==> src/core/pin_irq_pkg.sv <==
// package: register map, field positions and reset values for the pin interrupt detector
package pin_irq_pkg;
	localparam logic [7:0] ADDR_POLARITY  = 8'h9b;
	localparam logic [7:0] ADDR_ENABLE    = 8'h9c;
	localparam logic [7:0] ADDR_FLAGS     = 8'h9d;
	localparam logic [7:0] ADDR_MODE      = 8'h9e;
	localparam logic [7:0] ADDR_EXT_CTRL  = 8'h9f;
	localparam logic [7:0] ADDR_IRQ_STAT  = 8'ha0;
	localparam logic [7:0] ADDR_IRQ_MASK  = 8'ha1;
	localparam logic [7:0] REG_RESET      = 8'h00;
	localparam int         PIN_COUNT      = 8;
	localparam int         EXT_COUNT      = 2;
	// ext control fields
	localparam int         BIT_TYPE0      = 0;
	localparam int         BIT_TYPE1      = 1;
	localparam int         BIT_FLAG0      = 2;
	localparam int         BIT_FLAG1      = 3;
	// irq status fields
	localparam int         BIT_ST_EXT0    = 0;
	localparam int         BIT_ST_EXT1    = 1;
	localparam int         BIT_ST_PIN     = 2;
	localparam int         STAT_WIDTH     = 3;
	// clock source select encodings
	localparam logic [1:0] CLKSRC_CRYSTAL = 2'h0;
	localparam logic [1:0] CLKSRC_EXTERN  = 2'h2;
	localparam logic [1:0] CLKSRC_RC      = 2'h3;
	typedef enum logic [2:0] {
		SENSE_IDLE  = 3'b001,
		SENSE_LEVEL = 3'b010,
		SENSE_EDGE  = 3'b100
	} sense_type;
endpackage

==> src/core/pin_interrupt_detector.sv <==
// pin interrupt detector: two external interrupt inputs and eight port pin interrupts
//
// Design decision made here: the plain strobed port.
`timescale 1ns/10ps
module pin_interrupt_detector
	import pin_irq_pkg::*;
(
	// clock, reset, enable
	input  wire logic       CLK,
	input  wire logic       RESET,
	input  wire logic       CE,
	// clock source strap
	input  wire logic [1:0] CLK_SOURCE,
	// pins
	input  wire logic       OSC_PIN_A,
	input  wire logic       OSC_PIN_B,
	input  wire logic [7:0] PORT_ONE_PIN,
	// core vectoring
	input  wire logic [1:0] EXT_SERVICE_ENTER,
	// register port
	input  wire logic [7:0] ADDR,
	input  wire logic [7:0] WDATA,
	input  wire logic       WR,
	input  wire logic       RD,
	output logic      [7:0] RDATA,
	// requests to the core
	output logic      [1:0] EXT_IRQ_REQUEST,
	output logic            PORT_IRQ_REQUEST,
	output logic            IRQ
);
	logic [7:0]            polarity_reg;
	logic [7:0]            enable_reg;
	logic [7:0]            flags_reg;
	logic [7:0]            flags_next;
	logic [7:0]            mode_reg;
	logic [EXT_COUNT-1:0]  type_reg;
	logic [EXT_COUNT-1:0]  ext_flag_reg;
	logic [EXT_COUNT-1:0]  ext_flag_next;
	logic [STAT_WIDTH-1:0] stat_reg;
	logic [STAT_WIDTH-1:0] stat_next;
	logic [STAT_WIDTH-1:0] mask_reg;
	logic [7:0]            rdata_reg;
	logic [1:0]            clksrc_reg;
	logic                  strap_taken_reg;
	logic [7:0]            pin_detect;
	logic [EXT_COUNT-1:0]  ext_detect;
	logic [EXT_COUNT-1:0]  ext_avail;
	logic [EXT_COUNT-1:0]  ext_pin;
	logic [EXT_COUNT-1:0]  ext_level_req;
	logic [STAT_WIDTH-1:0] events;
	logic                  wr_pol;
	logic                  wr_en;
	logic                  wr_flags;
	logic                  wr_mode;
	logic                  wr_ext;
	logic                  wr_mask;
	logic                  rd_stat;
	logic [7:0]            ext_ctrl_view;
	logic [7:0]            rd_mux;

	// strap caught after reset release, never under reset
	always_ff @(posedge CLK)
	begin
		if (RESET)
			strap_taken_reg <= 1'b0;
		else if (CE && !strap_taken_reg)
			strap_taken_reg <= 1'b1;
	end

	// capture waits for the first enabled edge, so a frozen block keeps its strap
	always_ff @(posedge CLK)
	begin
		if (RESET)
			clksrc_reg <= CLKSRC_CRYSTAL;
		else if (CE && !strap_taken_reg)
			clksrc_reg <= CLK_SOURCE;
	end

	// pins shared with the oscillator only serve when no crystal uses them
	assign ext_avail[0] = (clksrc_reg == CLKSRC_RC);
	assign ext_avail[1] = (clksrc_reg == CLKSRC_RC) | (clksrc_reg == CLKSRC_EXTERN);
	assign ext_pin      = {OSC_PIN_B, OSC_PIN_A};

	// port lanes: mode bit 0 level, 1 edge; two-sample level qualification
	genvar g;
	generate
		for (g = 0; g < PIN_COUNT; g = g + 1)
		begin : port_lane
			pin_sense u_sense (
				.CLK         (CLK),
				.RESET       (RESET),
				.CE          (CE),
				.PIN         (PORT_ONE_PIN[g]),
				.EDGE_MODE   (mode_reg[g]),
				.ACTIVE_HIGH (polarity_reg[g]),
				.LEVEL_TWICE (1'b1),
				.DETECT      (pin_detect[g])
			);
		end
		// ext lanes: active low always, falling edge when type set
		for (g = 0; g < EXT_COUNT; g = g + 1)
		begin : ext_lane
			pin_sense u_sense (
				.CLK         (CLK),
				.RESET       (RESET),
				.CE          (CE),
				.PIN         (ext_pin[g]),
				.EDGE_MODE   (type_reg[g]),
				.ACTIVE_HIGH (1'b0),
				.LEVEL_TWICE (1'b0),
				.DETECT      (ext_detect[g])
			);
		end
	endgenerate

	// register decode
	assign wr_pol   = WR & (ADDR == ADDR_POLARITY);
	assign wr_en    = WR & (ADDR == ADDR_ENABLE);
	assign wr_flags = WR & (ADDR == ADDR_FLAGS);
	assign wr_mode  = WR & (ADDR == ADDR_MODE);
	assign wr_ext   = WR & (ADDR == ADDR_EXT_CTRL);
	assign wr_mask  = WR & (ADDR == ADDR_IRQ_MASK);
	assign rd_stat  = RD & (ADDR == ADDR_IRQ_STAT);

	// flags: software write stores, new detection wins over a clear
	assign flags_next = (wr_flags ? WDATA : flags_reg) | (pin_detect & enable_reg);

	// level mode: request follows the pin, no flag latching
	assign ext_level_req = ext_detect & ~type_reg & ext_avail;

	always_comb
	begin
		ext_flag_next = ext_flag_reg;
		if (wr_ext)
		begin
			ext_flag_next[0] = WDATA[BIT_FLAG0];
			ext_flag_next[1] = WDATA[BIT_FLAG1];
		end
		// vectoring clears edge flags; a coincident edge still sets
		ext_flag_next = ext_flag_next & ~(EXT_SERVICE_ENTER & type_reg);
		ext_flag_next = ext_flag_next | (ext_detect & type_reg & ext_avail);
		ext_flag_next = ext_flag_next & type_reg;
	end

	assign events = {|(pin_detect & enable_reg), ext_flag_next[1] & ~ext_flag_reg[1],
		ext_flag_next[0] & ~ext_flag_reg[0]};
	// read of status clears it; an event in the same cycle survives
	assign stat_next = (rd_stat ? {STAT_WIDTH{1'b0}} : stat_reg) | events;

	always_ff @(posedge CLK)
	begin
		if (RESET)
		begin
			polarity_reg <= REG_RESET;
			enable_reg   <= REG_RESET;
			flags_reg    <= REG_RESET;
			mode_reg     <= REG_RESET;
			type_reg     <= '0;
			ext_flag_reg <= '0;
			stat_reg     <= '0;
			mask_reg     <= '0;
		end
		else if (CE)
		begin
			if (wr_pol)
				polarity_reg <= WDATA;
			if (wr_en)
				enable_reg <= WDATA;
			if (wr_mode)
				mode_reg <= WDATA;
			if (wr_ext)
				type_reg <= {WDATA[BIT_TYPE1], WDATA[BIT_TYPE0]};
			if (wr_mask)
				mask_reg <= WDATA[STAT_WIDTH-1:0];
			flags_reg    <= flags_next;
			ext_flag_reg <= ext_flag_next;
			stat_reg     <= stat_next;
		end
	end

	// read side
	assign ext_ctrl_view = {4'h0, ext_flag_reg[1], ext_flag_reg[0], type_reg[1], type_reg[0]};

	always_comb
	begin
		case (ADDR)
			ADDR_POLARITY: rd_mux = polarity_reg;
			ADDR_ENABLE:   rd_mux = enable_reg;
			ADDR_FLAGS:    rd_mux = flags_reg;
			ADDR_MODE:     rd_mux = mode_reg;
			ADDR_EXT_CTRL: rd_mux = ext_ctrl_view;
			ADDR_IRQ_STAT: rd_mux = {5'h00, stat_reg};
			ADDR_IRQ_MASK: rd_mux = {5'h00, mask_reg};
			default:       rd_mux = 8'h00;
		endcase
	end

	always_ff @(posedge CLK)
	begin
		if (RESET)
			rdata_reg <= 8'h00;
		else if (CE)
			rdata_reg <= RD ? rd_mux : 8'h00;
	end

	assign RDATA            = rdata_reg;
	assign EXT_IRQ_REQUEST  = ext_flag_reg | ext_level_req;
	assign PORT_IRQ_REQUEST = |flags_reg;
	assign IRQ              = |(stat_reg & mask_reg);
endmodule

==> src/core/pin_sense.sv <==
// one detector lane: synchroniser, level and edge detection for one pin
`timescale 1ns/10ps
module pin_sense
	import pin_irq_pkg::*;
(
	// clock and reset
	input  wire logic CLK,
	input  wire logic RESET,
	input  wire logic CE,
	// pin and configuration
	input  wire logic PIN,
	input  wire logic EDGE_MODE,
	input  wire logic ACTIVE_HIGH,
	input  wire logic LEVEL_TWICE,
	// result
	output logic      DETECT
);
	logic      sync1_reg;
	logic      sync2_reg;
	logic      prev_reg;
	logic      prev_valid_reg;
	sense_type state;
	logic      level_now;
	logic      level_prev;
	logic      edge_hit;
	logic      level_hit;

	// first stage feeds only the second stage
	always_ff @(posedge CLK)
	begin
		if (RESET)
		begin
			sync1_reg      <= 1'b1;
			sync2_reg      <= 1'b1;
			prev_reg       <= 1'b1;
			prev_valid_reg <= 1'b0;
		end
		else if (CE)
		begin
			sync1_reg      <= PIN;
			sync2_reg      <= sync1_reg;
			prev_reg       <= sync2_reg;
			prev_valid_reg <= 1'b1;
		end
	end

	assign level_now  = ACTIVE_HIGH ? sync2_reg : ~sync2_reg;
	assign level_prev = ACTIVE_HIGH ? prev_reg : ~prev_reg;
	// previous sample inactive, current active: edge in the chosen direction
	assign edge_hit   = prev_valid_reg & ~level_prev & level_now;
	// port lanes need two equal samples, ext lanes need one
	assign level_hit  = level_now & (~LEVEL_TWICE | (prev_valid_reg & level_prev));
	assign state      = EDGE_MODE ? SENSE_EDGE : SENSE_LEVEL;

	always_comb
	begin
		case (state)
			SENSE_LEVEL: DETECT = level_hit;
			SENSE_EDGE:  DETECT = edge_hit;
			default:     DETECT = 1'b0;
		endcase
	end
endmodule

==> config.mk <==
export PLATFORM = sky130hd
export DESIGN_NAME = pin_interrupt_detector
export DESIGN_NICKNAME = d
export VERILOG_FILES = /design/src/core/pin_irq_pkg.sv /design/src/core/pin_interrupt_detector.sv /design/src/core/pin_sense.sv
export SDC_FILE = /design/constraint.sdc
export NUM_CORES = 1
export LEC_CHECK = 0
export CELL_PAD_IN_SITES_DETAIL_PLACEMENT = 1
export CELL_PAD_IN_SITES_GLOBAL_PLACEMENT = 1
export CORE_UTILIZATION = 40
export CTS_CLUSTER_DIAMETER = 30
export DETAILED_ROUTE_END_ITERATION = 16
export DONT_BUFFER_PORTS = 1
export PLACE_DENSITY = 0.73
export SKIP_LAST_GASP = 1
export SLEW_MARGIN = 20
export SYNTH_ARGS = -nofsm -noshare
export SYNTH_HDL_FRONTEND = slang
export SYNTH_SLANG_ARGS = --single-unit
==> constraint.sdc <==
create_clock -name CLK -period 2 [get_ports CLK]
set_input_delay 0.2 -clock CLK [delete_from_list [all_inputs] [get_ports CLK]]
set_output_delay 0.2 -clock CLK [all_outputs]
set_load 0.02 [all_outputs]
Word-level counts from Yosys, hierarchy flattened
Cells that the tools add are included.
{"block": "totals", "romBits": 0, "mem_count": 0, "ram_bits": 0, "in_bits": 35, "wordCells": 211, "register_bits": 84, "output_inout_bits": 12, "latchBits": 0}
{"block": "op_classes", "shifts": 0, "reduce_logical": 10, "n_eq_ne": 29, "n_lt_le_gt_ge": 0, "mux": 41, "div": 0, "n_mul": 0, "add_sub_neg": 0, "bitwise_logic": 89}
{"cell": "$eq 8x8->1 const B", "count": 7}
{"cell": "$pmux 8 s7", "count": 1}
{"cell": "$and 1x1->1", "count": 45}
{"cell": "$mux 3", "count": 11}
{"cell": "$eq 3x2->1 const B", "count": 10}
{"cell": "$eq 3x3->1 const B", "count": 10}
{"cell": "$not 1->1", "count": 28}
{"cell": "$pmux 1 s2", "count": 10}
{"cell": "$mux 1", "count": 16}
{"cell": "$mux 8", "count": 2}
{"cell": "$reduce_or 8->1", "count": 2}
{"cell": "$and 2x2->2", "count": 7}
{"cell": "$reduce_and 2->1", "count": 5}
{"cell": "$and 8x8->8", "count": 1}
{"cell": "$or 8x8->8", "count": 1}
{"cell": "$eq 2x2->1 const B", "count": 2}
{"cell": "$not 2->2", "count": 2}
{"cell": "$or 2x2->2", "count": 2}
{"cell": "$and 3x3->3", "count": 1}
{"cell": "$or 3x3->3", "count": 1}
{"cell": "$reduce_or 3->1", "count": 1}
{"cell": "$mux 2", "count": 1}
{"cell": "$logic_and 1x1->1", "count": 1}
{"cell": "$logic_not 1->1", "count": 1}
{"cell": "$or 1x1->1", "count": 1}

Logic depth before layout (Yosys ltp)
Gate-level depths: netlist (run 1).
{"block": "depth", "word_depth": 9, "ltp_mapped": 7, "depth_no_buf": 5}

By module
Synthesis (run 1) repeated with hierarchy kept, for this count alone.
{"block": "unflattened", "cells_unflattened": 475, "area_unflattened_um2": 4503.1}
{"mod": "pin_interrupt_detector", "area_per_inst_um2": 2676.3, "seq_area_each_um2": 1061.0, "cells_per_inst": 295, "instances": 1}
{"mod": "pin_sense", "area_per_inst_um2": 182.7, "seq_area_each_um2": 80.1, "cells_per_inst": 18, "instances": 10}

Worst setup path after synthesis (run 1)
No wires, ideal clock.
{"block": "synth_timing", "path_kind": "input-to-reg", "startpoint": "input ADDR[6]", "endpoint": "register polarity_reg[0]", "path_buffers": 1, "t_arrival_ps": 1331, "setup_ps": 128, "path_slack_ps": 542, "stages": 6, "required_time_ps": 1872, "cell_sequence": "and4bb_2 nand2_1 nor4b_1 buf_4 mux2i_1 nor2_1"}
{"block": "synth_between", "elab_chain_cells": 3}
{"item": "start, declared", "line_no": "pin_interrupt_detector.sv:21", "text": "input wire logic [7:0] ADDR,"}
{"item": "$eq 8x8->1", "line_no": "pin_interrupt_detector.sv:117", "text": "assign wr_pol = WR & (ADDR == ADDR_POLARITY);"}
{"item": "$and 1x1->1", "line_no": "pin_interrupt_detector.sv:117"}
{"item": "$reduce_and 2->1 (no line)"}
{"item": "end signal, assigned", "line_no": "pin_interrupt_detector.sv:154", "text": "polarity_reg <= REG_RESET;"}
{"item": "end signal, assigned", "line_no": "pin_interrupt_detector.sv:166", "text": "polarity_reg <= WDATA;"}
{"item": "end, declared", "line_no": "pin_interrupt_detector.sv:31", "text": "logic [7:0] polarity_reg;"}
Every way passes these cells.
A chain may end at the register's enable or synchronous reset.

Worst setup path in the final report (run 1)
{"block": "layout_timing", "startpoint": "register flags_reg[4]", "endpoint": "output PORT_IRQ_REQUEST"}
{"block": "layout_between", "elab_chain_cells": 1}
{"item": "start, declared", "line_no": "pin_interrupt_detector.sv:33", "text": "logic [7:0] flags_reg;"}
{"item": "start signal, assigned", "line_no": "pin_interrupt_detector.sv:175", "text": "flags_reg <= flags_next;"}
{"item": "$reduce_or 8->1", "line_no": "pin_interrupt_detector.sv:208", "text": "assign PORT_IRQ_REQUEST = |flags_reg;"}
{"item": "end, declared", "line_no": "pin_interrupt_detector.sv:28", "text": "output logic PORT_IRQ_REQUEST,"}
Every way passes these cells.

==> results.cfg, run 1 <==
[outcome]
status = finished, final reports clean

[synthesis]
synth_seq_cells = 84
synthXorXnorAreaFrac = 0.0178
async_flop_share = 0
synth_cell_types = 43
synth-edff-count = 0
syn_area_um2 = 3940
synth_flop_cell = dfxtp_1
yosys_warnings = 0
syn_inst = 420
syn_nets = 455
synth_mux_area_frac = 0.151
syn_area_per_cell_um2 = 9.38
synth_top_family_by_area = simple AND/OR/NAND/NOR gates
yosysSeqAreaShare = 0.427
post_synth_fa_ha_maj_area_fraction = 0
synthSimpleGateAreaFrac = 0.227
synth_compound_area_frac = 0.145

[detailed_routing]
vias_per_cell = 5.69
postRouteAntennaNets = 0
vias = 3256
first_pass_iters = 8
wl_per_cell_um = 20.2
wirelength_um = 11600
drc = 0
drt-initial-drc-count = 174

[finish]
mostFrequentLayoutCell = dfxtp_1
diodes = 0
layout_common_cells = 84 x dfxtp_1, 54 x mux2i_1, 48 x nor2_1, 42 x nor2b_1, 30 x a211o_1
fin_cells = 572
area_growth_pct = 16.7
fin_nets = 473
drive_gt1_frac = 0.0722
post-route-cell-area_um2 = 4600

[floorplan]
die_h_um = 101
initial_core_util = 0.420
die_w_um = 101
rows = 35
die-area_um2 = 10300
ioPinCount = 47
core_um2 = 9370

[sta]
finalCriticalPeriod_ps = 1740
hold_viol_final = 0
drv_slew = 0
worst_slew_pin_slew_ps = 747
grt_setup_unrepaired = no
setup_viol = 0
timing.hold.ws_ps = 13.3
finalSetupTns_ps = 0
timing.max_slew.rel_slack = 0.498
finalClockSkew_ps = 8.51
max_freq_mhz = 573
fin_crit_sh = 0.872

[clock_tree]
htree_levels = 3
clk-insertion-delay-late_ps = 360
path_clk_slew_ps = 80
hold_buffers = 23
numCtsBuffers = 9
clock_sinks = 84
clockBufferDepth = 2
cts_tree = done
cts_resized = 0
cts_setup_buffers = 0
cts_root_buffer = clkbuf_8

[worst_setup_path]
path_cells = nor4_1 > nand2_1
slowest_delay_ps = 550
setup.worst_path.class = reg2out
end_kind = output port
required_ps = 1800
crit_arrival_ps = 1540
cp-start-kind = flop
worstPathBufferInverterCount = 0
path_delay_family = simple AND/OR/NAND/NOR gates
crit_slowest_cell = nor4_1
cp_max_fo = 3

[power_and_ir_drop]
p_switching_w = 0.000781
seqPwrFrac = 0.501
leakagePower_nw = 1.67
p_int_w = 0.00272
power_density_nw_per_um2 = 762
ir_worst_vdd_v = 0.000474
pwr-share-comb = 0.071
swShare = 0.223
clockPowerShare = 0.428

[global_route]
antenna_found_initial = 0
grt_pass1_wl_um = 17900
grt_pass1_vias = 3401
grt-ovfl-total = 0
grt.total_usage = 0.232
grt_max_degree = 77

[placed_design]
port_buffers = 0
dp_hpwl_um = 6960
place_area_um2 = 4030
place_congestion = 0.782
placed_cells = 527

[min_path]
hold_class = in2reg

[run]
drv_cap = 0
power by group through the flow:
| stage | Combinational, W | Sequential, W | Clock [W] |
|---|---|---|---|
| 6_report | 0.000249 | 0.00176 | 0.00150 |
| 5_1_grt | 0.000269 | 0.00176 | 0.00159 |
| 4_1_cts | 0.000236 | 0.00176 | 0.00152 |
| 3_5_place_dp | 0.000150 | 0.00179 | 0 |
| 3_3_place_gp | 0.000146 | 0.00179 | 0 |
| 2_1_floorplan | 0.000186 | 0.00178 | 0 |
final timing paths:
path	from	endpoint	slack [ps]	cells past startpoint
hold reg to reg	port_lane[5].u_sense.sync1_reg	port_lane[5].u_sense.sync2_reg	470	1
hold / removal	WDATA[1]	type_reg[1]	10	2
setup / recovery	flags_reg[4]	PORT_IRQ_REQUEST	260	2
setup reg to reg	port_lane[2].u_sense.prev_valid_reg	stat_reg[2]	490	5
cell type report:
cell class                      count  area [um2]
Fill cell                        1112        4770
Multi-Input combinational cell    306        2140
Tap cell                          129         161
Clock buffer                       11         141
Timing Repair Buffer               34         355
Sequential cell                    84        1680
Clock inverter                      5         108
Inverter                            3        11.3
cell usage after synthesis (3+ instances only):
cell type / instances / area share
dfxtp_1: 84 / 0.43
mux2i_1: 54 / 0.14
nor2_1: 48 / 0.046
nor2b_1: 42 / 0.067
a211o_1: 30 / 0.067
nand2_1: 27 / 0.026
a21oi_1: 17 / 0.022
clkbuf_1: 16 / 0.015
nand4_1: 8 / 0.013
nand4bb_1: 8 / 0.023
xnor2_1: 8 / 0.018
buf_2: 5 / 0.0064
o21ai_0: 5 / 0.0064
a222oi_1: 4 / 0.010
a22oi_1: 4 / 0.0076
buf_1: 4 / 0.0038
nand2b_1: 4 / 0.0064
nand3_1: 4 / 0.0051
o21ai_1: 4 / 0.0051
o22ai_1: 4 / 0.0064
inv_1: 3 / 0.0029
mux2_1: 3 / 0.0086
nor3_1: 3 / 0.0038
nor4_1: 3 / 0.0048
o211ai_1: 3 / 0.0057
cells by family (layout without fill, tap and decap cells):
| logic type | count (synthesis) | in the layout |
|---|---|---|
| AND/OR/NAND/NOR | 161 | 161 |
| flip-flops | 84 | 84 |
| AO/OA/AOI/OAI | 79 | 79 |
| multiplexers | 58 | 58 |
| buffers and inverters | 30 | 53 |
| XOR/XNOR | 8 | 8 |
per-stage QoR:
step           setup slack [ps]  utilization  power [W]
3_5_place_dp                406        0.430    0.00195
2_1_floorplan               542            -    0.00196
5_1_grt                     169        0.491    0.00362
3_3_place_gp                431        0.430    0.00194
6_report                    256        0.491    0.00350
4_1_cts                     265        0.484    0.00351
routing by layer:
| layer | part of all wire | GRT usage | vias up |
|---|---|---|---|
| met5 | 0 | 0 | - |
| met3 | 0.042 | 0.0587 | 26 |
| met1 | 0.44 | 0.283 | 1605 |
| li1 | - | - | 1544 |
| met4 | 0.028 | 0.0814 | 0 |
| met2 | 0.49 | 0.398 | 81 |
No activity file was read; power rests on OpenSTA's default activity.
==> inputs of run 2 (changes only) <==
- PLACE_DENSITY: 0.73 -> 0.75
- SYNTH_HIERARCHICAL: not set -> 1
- clock period: 2 -> 1.49 ns (I/O delays scaled with it)
==> results.cfg, run 2 <==
[sta]
fin_crit_sh = 1.24
timing.max_slew.rel_slack = 0.641
layout_setup_ws_ps = -357
drv_slew = 0
hold_viol_final = 0
finalClockSkew_ps = 10.8
max_freq_mhz = 541
finalCriticalPeriod_ps = 1850
grt_setup_unrepaired = yes
setup_viol = 5
worst_slew_pin_slew_ps = 538

[power_and_ir_drop]
p_switching_w = 0.00122
seqPwrFrac = 0.550
swShare = 0.256
pwr-share-comb = 0.108
leakagePower_nw = 2.34
p_int_w = 0.00354
clockPowerShare = 0.342
power_density_nw_per_um2 = 817
ir_worst_vdd_v = 0.000627

[worst_setup_path]
cp_max_fo = 2
crit_arrival_ps = 1700
r2r-end = ext_flag_reg[1]
cp-start-kind = flop
rrSetupSlack_ps = -250
r2r-start = ext_lane[1].u_sense/prev_reg
setup.worst_path.class = reg2out
end_kind = output port
rr_worst_depth = 9
critical_path.endpoint = EXT_IRQ_REQUEST[1]
required_ps = 1340
crit_start = ext_lane[1].u_sense/prev_reg

[detailed_routing]
wirelength_um = 14300
vias_per_cell = 5.54
drc = 0
wl_per_cell_um = 19.8
postRouteAntennaNets = 0
first_pass_iters = 4
vias = 3991
drt-initial-drc-count = 162

[synthesis]
syn_area_um2 = 4500
synth_area_leaders = dfxtp_1 41%, mux2i_1 12%, nor2_1 4.8%, nor2b_1 4.4%, a211o_1 3.9%
synth.most_common_cell = dfxtp_1
yosysSeqAreaShare = 0.413
synth_top_area_share = 0.413
synth-edff-count = 0
syn_area_per_cell_um2 = 9.48
synth_flop_cell = dfxtp_1
yosys_warnings = 6
syn_inst = 475
synth_seq_cells = 93
synth_cell_types = 55
synthTopCellsByCount = 93 x dfxtp_1, 58 x nor2_1, 52 x mux2i_1
synth_top_area_cell = dfxtp_1
async_flop_share = 0

[finish]
final_util = 0.535
diodes = 0
area_growth_pct = 29.4
fillers = 1244
layout_common_cells = 81 x dfxtp_1, 58 x nor2_1, 52 x mux2i_1, 45 x dlygate4sd3_1, 42 x buf_4
drive_gt1_frac = 0.210
mostFrequentLayoutCell = dfxtp_1
post-route-cell-area_um2 = 5830
fin_nets = 611

[placed_design]
place_area_um2 = 4960
place_congestion = 0.805
port_buffers = 0
place_worst_setup_slack_ps = -53.3
dp_hpwl_um = 8500

[clock_tree]
cts_root_buffer = clkbuf_8
clock_sinks = 93
htree_levels = 3
clockBufferDepth = 2
cts_tree = done
clk-insertion-delay-late_ps = 400
path_clk_slew_ps = 90
numCtsBuffers = 9

[floorplan]
die_w_um = 108
ioPinCount = 47
die-area_um2 = 11700
core_um2 = 10900
rows = 38
initial_core_util = 0.414
die_h_um = 108

[outcome]
status = complete, but fails checks
violations = negative setup slack

[global_route]
grt_pass1_wl_um = 22200
grt-ovfl-total = 0
grt_pass1_vias = 4178
grt_max_degree = 65
grt.total_usage = 0.255
antenna_found_initial = 0

[run]
drv_cap = 0

[min_path]
hold_class = in2reg
[run 2: cell count changes in the layout (fill, tap and decap cells not counted), sizes merged, moves of 9 or more]
cell,before,now
a21o,0,10
nor2b,42,32
a211oi,0,11
dlygate4sd3,27,45
buf,7,49
dfxtp,84,93
conb,0,14
nor2,48,58
[run 2: what timing repair did]
item / 4_1_cts / 5_1_grt
gates resized for setup: 17 / 13
gates cloned: 0 / 0
pin swaps: 16 / 11
endpoints found under the setup margin: 5 / 13
buffers inserted: 4 / 6
endpoints found under the hold margin: 85 / 0
hold buffers: 47 / 0
[run 2: worst min path at each step]
stage / cells past startpoint / startpoint / to / slack, ps
final: 2 / WDATA[6] / flags_reg[6] / 20
after global routing: 2 / WDATA[6] / flags_reg[6] / 20
after CTS: 2 / WDATA[6] / flags_reg[6] / 5
after detailed placement: 1 / RESET / clksrc_reg[0] / 230
after global placement: 1 / RESET / clksrc_reg[0] / 230
after floorplan: 1 / RESET / ext_lane[0].u_sense/prev_valid_reg / 220
[run 2: worst max-delay path, cell delays in order (launching register included)]
cell and delay, ps:
dfxtp_2 340, xnor2_2 170, mux2i_1 220, a21o_1 180
nand2_2 90, o21ai_2 160, buf_6 140
[run 2: cells by family after synthesis]
family | count (synthesis) | share of synthesized area
xor gates and xnor gates | 10 | 0.0194
other | 2 | 0.00167
buffers and inverters | 22 | 0.0225
muxes | 58 | 0.131
DFF | 93 | 0.413
and+or+nand+nor | 179 | 0.216
AOI/OAI and AO/OA | 111 | 0.197
[run 2: metrics by stage]
stage	cells	hold slack [ps]	total power, W	TNS [ps]
finish	721	16.1	0.00476	-1080
global route	721	21.1	0.00499	-1550
CTS	716	5.20	0.00478	-742
detailed placement	649	230	0.00298	-53.3
global placement	649	226	0.00297	-10.4
floorplan	487	221	0.00295	0
[run 2: area by class of cell]
cell class              instances  area [um2]  share of cell area
multi-input cells             372        2690               0.461
flip-flops and latches         93        1880               0.322
repair buffers                 94         890               0.153
well taps                     140         175              0.0301
clock buffers                  13         159              0.0273
inverters                       6        22.5             0.00386
clock inverters                 3        20.0             0.00343
[run 2: power groups by stage]
stage	logic [W]	registers (W)	clock network [W]
final	0.000514	0.00262	0.00163
after global routing	0.000556	0.00263	0.00180
after CTS	0.000488	0.00262	0.00167
after detailed placement	0.000309	0.00267	0
after global placement	0.000297	0.00267	0
after floorplan	0.000287	0.00266	0
[run 2: metal layers]
| metal | share of wire | track usage | wire length (um) |
|---|---|---|---|
| met4 | 0.018 | 0.0881 | 264 |
| met3 | 0.056 | 0.0657 | 804 |
| met1 | 0.44 | 0.309 | 6270 |
| met5 | 0 | 0 | 0 |
| met2 | 0.49 | 0.434 | 6950 |
